**src/logic/swoc_consts.vh**
```
// constants of the switching output channel control block
//////////////////////////////////////////////////////////////////////////////
// Summary of operation
// - selected mode gates switch, scene and dimmer commands; off also ignores lock and priority
// - bus power failure applies configured action
// - every restart applies return action of the ctrl reset value (retained position)
// - reporting disabled means no state telegrams
// - read-only reporting answers read requests only
// - change reporting sends on state change
// - cyclic reporting also sends every period
// - one-bit state; valve byte only valve mode
// - active lock blocks received switching commands
// - priority command switches output despite lock
// - lock entry applies none, on or off
// - lock exit none/on/off/restore entry state
// - tracking exit applies last received command
// - dimmer level zero opens, nonzero closes relay
// - configurable delay before dimmer opens relay
// - universal mode follows one-bit switch command
// - sixteen scene slots with configurable reaction
// - scene numbers one to sixty-four, unique
// - learn command stores output for learnable slot
//////////////////////////////////////////////////////////////////////////////
`ifndef SWOC_CONSTS_VH
`define SWOC_CONSTS_VH

// register byte offsets
`define SWOC_REG_CTRL       8'h00
`define SWOC_REG_CYCLE      8'h04
`define SWOC_REG_DELAY      8'h08
`define SWOC_REG_STATUS     8'h0c
`define SWOC_REG_SCENE0     8'h40
`define SWOC_REG_SCENE_LAST 8'h7c

// control register fields
`define SWOC_F_MODE     2:0
`define SWOC_F_SCENE_EN 3
`define SWOC_F_REPORT   5:4
`define SWOC_F_FAIL     7:6
`define SWOC_F_RETURN   9:8
`define SWOC_F_LOCK_EN  10
`define SWOC_F_LOCK_POL 11
`define SWOC_F_ENTRY    13:12
`define SWOC_F_EXIT     16:14
`define SWOC_CTRL_W     17
`define SWOC_CTRL_RST   17'h0_032a

// operating modes
`define SWOC_MODE_OFF   3'h0
`define SWOC_MODE_DIM   3'h1
`define SWOC_MODE_UNIV  3'h2
`define SWOC_MODE_DELAY 3'h3
`define SWOC_MODE_STAIR 3'h4
`define SWOC_MODE_VALVE 3'h5

// reporting modes
`define SWOC_REP_NONE   2'h0
`define SWOC_REP_READ   2'h1
`define SWOC_REP_CHANGE 2'h2
`define SWOC_REP_CYCLIC 2'h3

// output actions (failure, return, lock entry, lock exit)
`define SWOC_ACT_NONE  3'h0
`define SWOC_ACT_ON    3'h1
`define SWOC_ACT_OFF   3'h2
`define SWOC_ACT_PREV  3'h3
`define SWOC_ACT_TRACK 3'h4

// scene slot fields and reactions
`define SWOC_F_SC_NUM 6:0
`define SWOC_F_SC_ACT 9:8
`define SWOC_F_SC_LRN 12
`define SWOC_SC_NONE  2'h0
`define SWOC_SC_ON    2'h1
`define SWOC_SC_OFF   2'h2
`define SWOC_SC_LEARN 2'h3
`define SWOC_SC_MAX   7'h40

// timing
`define SWOC_CLK_PERIOD_NS 100
`define SWOC_MS_NS         1000000
`define SWOC_MS_CYC        (`SWOC_MS_NS / `SWOC_CLK_PERIOD_NS)
`define SWOC_SEC_MS        16'h03e8
`define SWOC_CYC_HOURS     6
`define SWOC_CYC_RST       16'h5460
`define SWOC_DELAY_RST     16'h0000

`endif

```
**src/logic/swoc_dummy_unused.v**
```verilog
// holds no logic; the whole channel sits in swoc_channel
`timescale 1ns/1ps
`default_nettype none
`default_nettype wire
```
**src/logic/swoc_channel.v**
```verilog
// switching output channel control with apb register slave
`timescale 1ns/1ps
`default_nettype none
`include "swoc_consts.vh"

module swoc_channel #(
	parameter integer TICK_CYC = `SWOC_MS_CYC
) (
	// clock and reset
	input  wire        i_core_clk,
	input  wire        i_rst,
	// apb slave
	input  wire        i_psel,
	input  wire        i_penable,
	input  wire        i_pwrite,
	input  wire [7:0]  i_paddr,
	input  wire [31:0] i_pwdata,
	output reg  [31:0] o_prdata,
	output reg         o_pready,
	output reg         o_pslverr,
	// received telegrams
	input  wire        i_sw_valid,
	input  wire        i_sw_value,
	input  wire        i_prio_valid,
	input  wire        i_prio_value,
	input  wire        i_lock_valid,
	input  wire        i_lock_value,
	input  wire        i_scene_valid,
	input  wire [7:0]  i_scene_byte,
	input  wire        i_dim_valid,
	input  wire [7:0]  i_dim_level,
	input  wire        i_valve_valid,
	input  wire [7:0]  i_valve_value,
	input  wire        i_read_req,
	// retained relay position and bus power pin
	input  wire        i_nv_state,
	input  wire        i_bus_fail,
	// relay and state telegrams
	output reg         o_relay,
	output reg         o_state_tx,
	output reg         o_state_val,
	output reg         o_valve_tx,
	output reg  [7:0]  o_valve_val
);

	localparam [15:0] TICK_LAST = TICK_CYC[15:0] - 16'h0001;

	//////////////////////////////////////////////////////////////////////////
	// configuration and state
	reg [`SWOC_CTRL_W-1:0] ctrl;
	reg [15:0]             cycle_s;
	reg [15:0]             delay_ms;
	reg                    lock_act;
	reg                    held;
	reg                    last_cmd;
	reg                    init;
	reg                    fail_s1;
	reg                    fail_s2;
	reg                    fail_d;
	reg                    relay_d;
	reg                    off_pend;
	reg [15:0]             off_cnt;
	reg [15:0]             pre;
	reg [15:0]             ms_cnt;
	reg [15:0]             sec_cnt;
	reg [7:0]              valve;

	wire [2:0] mode     = ctrl[`SWOC_F_MODE];
	wire [1:0] report   = ctrl[`SWOC_F_REPORT];
	wire [2:0] fail_act = {1'b0, ctrl[`SWOC_F_FAIL]};
	wire [2:0] ret_act  = {1'b0, ctrl[`SWOC_F_RETURN]};
	wire [2:0] ent_act  = {1'b0, ctrl[`SWOC_F_ENTRY]};
	wire [2:0] exit_act = ctrl[`SWOC_F_EXIT];

	//////////////////////////////////////////////////////////////////////////
	// apb decode
	wire       apb_acc  = i_psel & i_penable & ~o_pready;
	wire       apb_wr   = i_psel & i_penable & o_pready & i_pwrite & ~o_pslverr;
	wire       is_scene = (i_paddr >= `SWOC_REG_SCENE0) && (i_paddr <= `SWOC_REG_SCENE_LAST) && (i_paddr[1:0] == 2'h0);
	wire [3:0] widx     = i_paddr[5:2];
	wire [6:0] wnum     = i_pwdata[`SWOC_F_SC_NUM];
	wire       num_bad  = (wnum == 7'h00) || (wnum > `SWOC_SC_MAX);

	//////////////////////////////////////////////////////////////////////////
	// time base: millisecond and second ticks
	wire ms_tick  = (pre == TICK_LAST);
	wire sec_tick = ms_tick && (ms_cnt == `SWOC_SEC_MS - 16'h0001);

	always @(posedge i_core_clk) begin
		if (i_rst) begin
			pre    <= 16'h0000;
			ms_cnt <= 16'h0000;
		end else begin
			pre <= ms_tick ? 16'h0000 : pre + 16'h0001;
			if (ms_tick)
				ms_cnt <= sec_tick ? 16'h0000 : ms_cnt + 16'h0001;
		end
	end

	//////////////////////////////////////////////////////////////////////////
	// bus power failure pin synchroniser and edge
	always @(posedge i_core_clk) begin
		if (i_rst) begin
			fail_s1 <= 1'b0;
			fail_s2 <= 1'b0;
			fail_d  <= 1'b0;
		end else begin
			fail_s1 <= i_bus_fail;
			fail_s2 <= fail_s1;
			fail_d  <= fail_s2;
		end
	end
	wire fail_rise = fail_s2 & ~fail_d;

	//////////////////////////////////////////////////////////////////////////
	// scene slots: storage, match and duplicate check
	wire        scene_ok = ctrl[`SWOC_F_SCENE_EN] && (mode == `SWOC_MODE_UNIV) && i_scene_valid;
	wire        sc_learn = i_scene_byte[7];
	wire [6:0]  sc_want  = {1'b0, i_scene_byte[5:0]} + 7'h01;
	wire [15:0] hit;
	wire [15:0] dup;
	wire [111:0] sc_num_f;
	wire [31:0]  sc_act_f;
	wire [15:0]  sc_lrn_f;

	genvar gi;
	generate
		for (gi = 0; gi < 16; gi = gi + 1) begin : g_sc
			localparam integer RST_I = gi + 1;
			localparam [6:0]   RST_NUM = RST_I[6:0];
			reg [6:0] num;
			reg [1:0] act;
			reg       lrn;
			wire      wsel = apb_wr && is_scene && (widx == gi);
			// one entry per slot, learn store wins over a software write
			always @(posedge i_core_clk) begin
				if (i_rst) begin
					num <= RST_NUM;
					act <= `SWOC_SC_NONE;
					lrn <= 1'b0;
				end else begin
					if (wsel) begin
						num <= wnum;
						act <= i_pwdata[`SWOC_F_SC_ACT];
						lrn <= i_pwdata[`SWOC_F_SC_LRN];
					end
					if (scene_ok && sc_learn && hit[gi] && act == `SWOC_SC_LEARN)
						lrn <= o_relay;
				end
			end
			assign hit[gi] = (num == sc_want);
			assign dup[gi] = (num == wnum) && (widx != gi);
			assign sc_num_f[gi*7 +: 7] = num;
			assign sc_act_f[gi*2 +: 2] = act;
			assign sc_lrn_f[gi]        = lrn;
		end
	endgenerate

	// lowest slot wins a match
	reg [3:0] sel;
	reg       sel_hit;
	integer   k;
	always @* begin
		sel     = 4'h0;
		sel_hit = 1'b0;
		for (k = 15; k >= 0; k = k - 1) begin
			if (hit[k]) begin
				sel     = k[3:0];
				sel_hit = 1'b1;
			end
		end
	end
	wire [1:0] sel_act = sc_act_f[sel*2 +: 2];
	wire       sc_cmd  = scene_ok && !sc_learn && sel_hit && (sel_act != `SWOC_SC_NONE);
	wire       sc_val  = (sel_act == `SWOC_SC_ON) ? 1'b1 :
	                     (sel_act == `SWOC_SC_OFF) ? 1'b0 : sc_lrn_f[sel];

	//////////////////////////////////////////////////////////////////////////
	// dimmer follower with switch-off delay
	wire dim_on   = (mode == `SWOC_MODE_DIM) && i_dim_valid && (i_dim_level != 8'h00);
	wire dim_zero = (mode == `SWOC_MODE_DIM) && i_dim_valid && (i_dim_level == 8'h00);
	wire dim_off  = (dim_zero && delay_ms == 16'h0000) ||
	                ((mode == `SWOC_MODE_DIM) && off_pend && ms_tick && off_cnt == 16'h0000);

	always @(posedge i_core_clk) begin
		if (i_rst) begin
			off_pend <= 1'b0;
			off_cnt  <= 16'h0000;
		end else if (dim_on || mode != `SWOC_MODE_DIM) begin
			off_pend <= 1'b0;
		end else if (dim_zero) begin
			off_pend <= (delay_ms != 16'h0000);
			off_cnt  <= delay_ms;                                        // full delay, first tick is partial
		end else if (off_pend && ms_tick) begin
			if (off_cnt == 16'h0000)
				off_pend <= 1'b0;
			else
				off_cnt <= off_cnt - 16'h0001;
		end
	end

	//////////////////////////////////////////////////////////////////////////
	// switching command merge
	wire sw_cmd  = (mode == `SWOC_MODE_UNIV) && i_sw_valid;
	wire cmd     = sw_cmd | sc_cmd | dim_on | dim_off;
	wire cmd_val = dim_on ? 1'b1 : dim_off ? 1'b0 : sc_cmd ? sc_val : i_sw_value;
	wire lock_rq = i_lock_value ^ ctrl[`SWOC_F_LOCK_POL];

	// next relay, lock and remembered states
	reg next_relay;
	reg next_lock;
	reg next_held;
	reg next_last;
	always @* begin
		next_relay = o_relay;
		next_lock  = lock_act;
		next_held  = held;
		next_last  = last_cmd;
		if (init) begin
			case (ret_act)
				`SWOC_ACT_ON:  next_relay = 1'b1;
				`SWOC_ACT_OFF: next_relay = 1'b0;
				default:       next_relay = i_nv_state;
			endcase
		end else begin
			if (cmd) begin
				next_last = cmd_val;
				if (!lock_act)
					next_relay = cmd_val;
			end
			if (i_lock_valid && ctrl[`SWOC_F_LOCK_EN] && mode != `SWOC_MODE_OFF) begin
				if (lock_rq && !lock_act) begin
					next_lock = 1'b1;
					next_held = o_relay;
					case (ent_act)
						`SWOC_ACT_ON:  next_relay = 1'b1;
						`SWOC_ACT_OFF: next_relay = 1'b0;
						default:       next_relay = next_relay;
					endcase
				end else if (!lock_rq && lock_act) begin
					next_lock = 1'b0;
					case (exit_act)
						`SWOC_ACT_ON:    next_relay = 1'b1;
						`SWOC_ACT_OFF:   next_relay = 1'b0;
						`SWOC_ACT_PREV:  next_relay = held;
						`SWOC_ACT_TRACK: next_relay = next_last;
						default:         next_relay = next_relay;
					endcase
				end
			end
			if (i_prio_valid && mode != `SWOC_MODE_OFF)
				next_relay = i_prio_value;
			if (fail_rise) begin
				case (fail_act)
					`SWOC_ACT_ON:  next_relay = 1'b1;
					`SWOC_ACT_OFF: next_relay = 1'b0;
					default:       next_relay = next_relay;
				endcase
			end
		end
	end

	always @(posedge i_core_clk) begin
		if (i_rst) begin
			init     <= 1'b1;
			o_relay  <= 1'b0;
			lock_act <= 1'b0;
			held     <= 1'b0;
			last_cmd <= 1'b0;
		end else begin
			init     <= 1'b0;
			o_relay  <= next_relay;
			lock_act <= next_lock;
			held     <= next_held;
			last_cmd <= next_last;
		end
	end

	//////////////////////////////////////////////////////////////////////////
	// state reporting
	wire changed = (o_relay != relay_d) && !init;
	wire cyc_due = (report == `SWOC_REP_CYCLIC) && sec_tick && (sec_cnt >= cycle_s - 16'h0001);
	wire tx_now  = (report != `SWOC_REP_NONE) && (i_read_req ||
	               (changed && report[1]) || cyc_due);

	always @(posedge i_core_clk) begin
		if (i_rst) begin
			relay_d     <= 1'b0;
			sec_cnt     <= 16'h0000;
			o_state_tx  <= 1'b0;
			o_state_val <= 1'b0;
			valve       <= 8'h00;
			o_valve_tx  <= 1'b0;
			o_valve_val <= 8'h00;
		end else begin
			relay_d     <= o_relay;
			o_state_tx  <= tx_now;
			o_state_val <= o_relay;
			if (cyc_due || report != `SWOC_REP_CYCLIC)
				sec_cnt <= 16'h0000;
			else if (sec_tick)
				sec_cnt <= sec_cnt + 16'h0001;
			if (i_valve_valid && mode == `SWOC_MODE_VALVE)
				valve <= i_valve_value;
			o_valve_tx  <= (mode == `SWOC_MODE_VALVE) && (report != `SWOC_REP_NONE) &&
			               (i_read_req || (i_valve_valid && report[1] && i_valve_value != valve) ||
			                cyc_due);
			o_valve_val <= (i_valve_valid && mode == `SWOC_MODE_VALVE) ? i_valve_value : valve;
		end
	end

	//////////////////////////////////////////////////////////////////////////
	// apb registers: one wait state, error flagged in the access cycle
	always @(posedge i_core_clk) begin
		if (i_rst) begin
			ctrl      <= `SWOC_CTRL_RST;
			cycle_s   <= `SWOC_CYC_RST;
			delay_ms  <= `SWOC_DELAY_RST;
			o_prdata  <= 32'h0000_0000;
			o_pready  <= 1'b0;
			o_pslverr <= 1'b0;
		end else begin
			o_pready  <= apb_acc;
			o_pslverr <= 1'b0;
			o_prdata  <= 32'h0000_0000;
			if (apb_acc) begin
				if (is_scene) begin
					o_pslverr <= i_pwrite && (num_bad || (|dup));
					o_prdata  <= {19'h0_0000, sc_lrn_f[widx], 2'h0, sc_act_f[widx*2 +: 2], 1'b0, sc_num_f[widx*7 +: 7]};
				end else begin
					case (i_paddr)
						`SWOC_REG_CTRL:   o_prdata <= {15'h0000, ctrl};
						`SWOC_REG_CYCLE:  o_prdata <= {16'h0000, cycle_s};
						`SWOC_REG_DELAY:  o_prdata <= {16'h0000, delay_ms};
						`SWOC_REG_STATUS: begin
							o_prdata  <= {27'h000_0000, off_pend, last_cmd, held, lock_act, o_relay};
							o_pslverr <= i_pwrite;
						end
						default:          o_pslverr <= 1'b1;
					endcase
				end
			end
			if (apb_wr) begin
				case (i_paddr)
					`SWOC_REG_CTRL:  ctrl     <= i_pwdata[`SWOC_CTRL_W-1:0];
					`SWOC_REG_CYCLE: cycle_s  <= i_pwdata[15:0];
					`SWOC_REG_DELAY: delay_ms <= i_pwdata[15:0];
					default:         ctrl     <= ctrl;
				endcase
			end
		end
	end

endmodule
`default_nettype wire

```
**config.mk**
```make
export PLATFORM = sky130hd
export DESIGN_NAME = swoc_channel
export DESIGN_NICKNAME = d
export VERILOG_FILES = /design/src/logic/swoc_dummy_unused.v /design/src/logic/swoc_channel.v
export VERILOG_INCLUDE_DIRS = /design/src /design/src/logic
export SDC_FILE = /design/constraint.sdc
export NUM_CORES = 1
export LEC_CHECK = 0
export BUFFER_PORTS_ARGS = -buffer_cell sky130_fd_sc_hd__buf_2
export CAP_MARGIN = 10
export CORE_ASPECT_RATIO = 1.25
export CORE_MARGIN = 2
export CORE_UTILIZATION = 55
export CTS_CLUSTER_SIZE = 40
export DETAILED_ROUTE_END_ITERATION = 12
export PLACE_DENSITY = 0.73
export SYNTH_ARGS = -nofsm -noshare
export SYNTH_HDL_FRONTEND = slang
export SYNTH_SLANG_ARGS = --single-unit
```
**constraint.sdc**
```tcl
create_clock -name i_core_clk -period 4.8 [get_ports i_core_clk]
set_input_delay 0.48 -clock i_core_clk [delete_from_list [all_inputs] [get_ports i_core_clk]]
set_output_delay 0.48 -clock i_core_clk [all_outputs]
set_load 0.01 [all_outputs]
```
==> metrics.md <==
| Metric | Value |
|---|---|
| Status | `completed` |
| Final non-filler cell total | `2787` |
| Die area | `about 0.037 mm2` |
| DR vias/cell | `6.21` |
| Final min period | `~4.5 ns` |
| Worst skew pair latency | `0.53 ns` |
| DRC | `0` |
| Final wirelength | `about 61000 um` |
| First-pass GRT wire length | `about 95000 um` |
| Critical path type | `in2reg` |
| Horiz. Die Dim | `~170 um` |
| Clock share of power | `0.445` |
| Top FF cell, synth | `dfxtp_1` |
| Comb power frac | `0.112` |
| Sw frac | `0.256` |
| FILL cells | `about 2900` |
| Initial antenna violation count | `3` |
| CP arrival | `between 4 and 5 ns` |
| PortBufs | `95` |
| Pwr dens | `roughly 270 mW/mm2` |
| Max cap viols | `0` |
| Number of gates resized after CTS | `0` |
| Maximum root-to-sink buffer count | `3` |
| FP Rows | `76` |
| H-tree levels | `2` |
| Post-CTS Setup Bufs | `0` |
| Met2 WL | `around 30000 um` |
| Share of power burned in registers | `0.443` |
| RSZ-0062 raised after global routing | `false` |
| Multi-input gate area | `0.0123 mm2` |
| CP required | `between 5 and 6 ns` |
| Worst setup SP type | `input port` |
| Worst hold path type | `in2reg` |
| Final setup margin | `approximately 0.32 ns` |
| Worst Setup End Kind | `flip-flop` |
| Final setup fails | `0` |
| Most area-consuming cells after synthesis | `dfxtp_1 (32%), mux2i_1 (9.5%), xnor2_1 (6.9%), mux4_2 (6.7%), nor2_1 (5.1%)` |
| Psw | `between 1.5 and 2 mW` |
| Cell area after placement | `a little over 0.02 mm2` |
| Synth Cell Area | `just under 0.02 mm2` |
| VDD IR max | `about 0.25 mV` |
| Synth warn | `0` |
| Most frequent cells in the layout | `dfxtp_1 (312), nor2_1 (261), nand2_1 (226)` |
| Crit path max fanout | `5` |
| DR WL/cell | `approximately 22 um` |
| Final Hold Violating Endpoints | `0` |
| Tightest Pin Transition | `1.18 ns` |
| I/O pin count | `127` |
| Cells after DPL | `2726` |
| Share of cells above drive strength 1 | `0.161` |
| Clock sink count | `312` |
| DPL Wire Length | `around 45000 um` |
| Period utilization | `0.933` |
| Most common cell after layout, fill and taps aside | `dfxtp_1` |
| Mean post-synth cell area | `between 8 and 9 um2` |
| Hold Buf Count CTS | `0` |
| Detail Route Antenna Nets | `0` |
| Synthesis-to-layout area growth | `13.2%` |
| #FFs+latches synth | `~310` |
| Total internal power | `roughly 4.4 mW` |
| CP max-delay cell | `or4_1` |
| CTS tree | `yes` |
| Die Y | `between 200 and 250 um` |
| M1 WL | `roughly 23000 um` |
| Synth top area share | `0.324` |
| Unique masters post-synth | `86` |
| Clock root buffer | `clkbuf_16` |
| GRT Resource Usage Total | `0.335` |
| Pre-CTS setup slack | `-0.261 ns` |
| Post-Syn Instances | `between 2000 and 2500` |
| Met3 WL | `4810 um` |
| F_max | `approximately 0.22 GHz` |
| Layout net count | `roughly 2400` |
| Post-synth ARST share | `0` |
| Core Util, Final | `0.633` |
| Post-Layout Inst Area | `0.0218 mm2` |
| Final setup skew | `about 0.015 ns` |
| Critical Path, Cell by Cell | `buf_2 > ha_1 > and3_1 > xnor2_4 > xnor2_1 > or4_1 > a211oi_1 > a2111oi_0 > nor2_1 > buf_4 > o31ai_1 > o22a_1 > nor4_1 > nor3_1 > or3_1 > a21oi_1 > o21ai_1` |
| Post-synth EDFFs | `0` |
| CTS clk-pin slew, worst paths | `roughly 0.06 ns` |
| Worst slew margin | `0.211` |
| Register area | `between 0.006 and 0.007 mm2` |
| Detailed Routing Iterations Pass 1 | `5` |
| Max Used Layer | `met5` |
| Sequential share of the synthesized area | `0.324` |
| Yosys top cell by area | `dfxtp_1` |
| Core Region | `~0.035 mm2` |
| Detailed Route Iter0 Violations | `about 1800` |
| Largest net degree at the start of global routing | `between 100 and 150` |
| Vias post-DR | `roughly 17000` |
| TritonCTS buffer count | `34` |
| Crit path largest cell delay | `roughly 0.63 ns` |
| GPL Wtd Cong | `1.03` |
| Vias in the first global route | `17004` |
| Final Max Slew Viols | `0` |
| Leakage Power | `slightly above 8 nW` |
| Starting density of the core | `0.559` |
| Grt total ovfl | `0` |
| Hold Slack | `0.158 ns` |
## cell type report
type,instances,area share
flip-flops and latches,312,0.286
diodes,2,0.000229
inverters,37,0.00636
repair buffers,224,0.0684
well taps,468,0.0268
clock buffers,47,0.0440
clock inverters,11,0.00613
multi-input cells,1686,0.562
## final timing paths
check | startpoint | to | slack [ns] | cells past startpoint
worst max-delay path | i_scene_byte[0] | o_relay | 0.32 | 17
worst min-delay path | i_bus_fail | fail_s1 | 0.16 | 2
worst max register to register | g_sc[5].num[2] | o_relay | 0.46 | 16
worst min register to register | fail_s1 | fail_s2 | 0.43 | 1
## state kept, by name (all words and copies together), names as in the netlist, 17 cells and up
signal,count
ctrl,17
g_sc.num,112
o_prdata,17
g_sc.act,32
## metal layers
| metal | up-vias | GRT usage |
|---|---|---|
| met5 | - | 0 |
| met4 | 4 | 0.204 |
| met3 | 247 | 0.0602 |
| met2 | 818 | 0.579 |
| met1 | 8334 | 0.385 |
| li1 | 7917 | - |
## worst max-delay path, delay by kind of cell
| kind | cells | cell delay (ns) |
|---|---|---|
| AND/OR/NAND/NOR | 6 | 2.34 |
| adder cells (fa/ha/maj) | 1 | 0.26 |
| AO/OA/AOI/OAI | 6 | 1.07 |
| buffers and inverters | 2 | 0.29 |
| XOR/XNOR | 2 | 0.46 |
## cell usage after synthesis, types with 21 or more instances
cell type and n:
a211oi_1 24, ha_1 27, inv_1 37, or3_1 21
nand2_1 226, nand3_1 59, nor2_1 261, xnor3_1 25
nand4_1 53, clkbuf_1 98, mux4_2 57, o21ai_0 57
xor2_1 93, a21oi_1 101, dfxtp_1 312, and3_1 23
xnor2_1 152, nor4_1 38, nor3_1 59, mux2i_1 184
## logic make-up (layout without fill, tap and decap cells)
family,count (synthesis),in the layout,share of synthesized area
buffers and inverters,193,319,0.0439
AO/OA/AOI/OAI,286,286,0.0950
other,1,17,0.000194
XOR/XNOR,276,276,0.147
multiplexers,249,249,0.167
flip-flops,312,312,0.324
adder cells (fa/ha/maj),27,27,0.0175
AND/OR/NAND/NOR,833,833,0.206
## stage by stage
| step | total power, mW | setup TNS, ns |
|---|---|---|
| after floorplan | 3.09 | 0 |
| after global placement | 3.30 | -0.204 |
| after global routing | 6.06 | 0 |
| after detailed placement | 3.31 | -0.309 |
| after CTS | 5.91 | 0 |
| final | 5.89 | 0 |
## power by group through the flow
stage,Sequential (mW),Clock [mW],Combinational (mW)
global route,2.61,2.75,0.698
floorplan,2.66,0,0.431
CTS,2.61,2.65,0.644
detailed placement,2.67,0,0.640
finish,2.61,2.62,0.660
global placement,2.67,0,0.634
(Power assumes the default switching activity.)
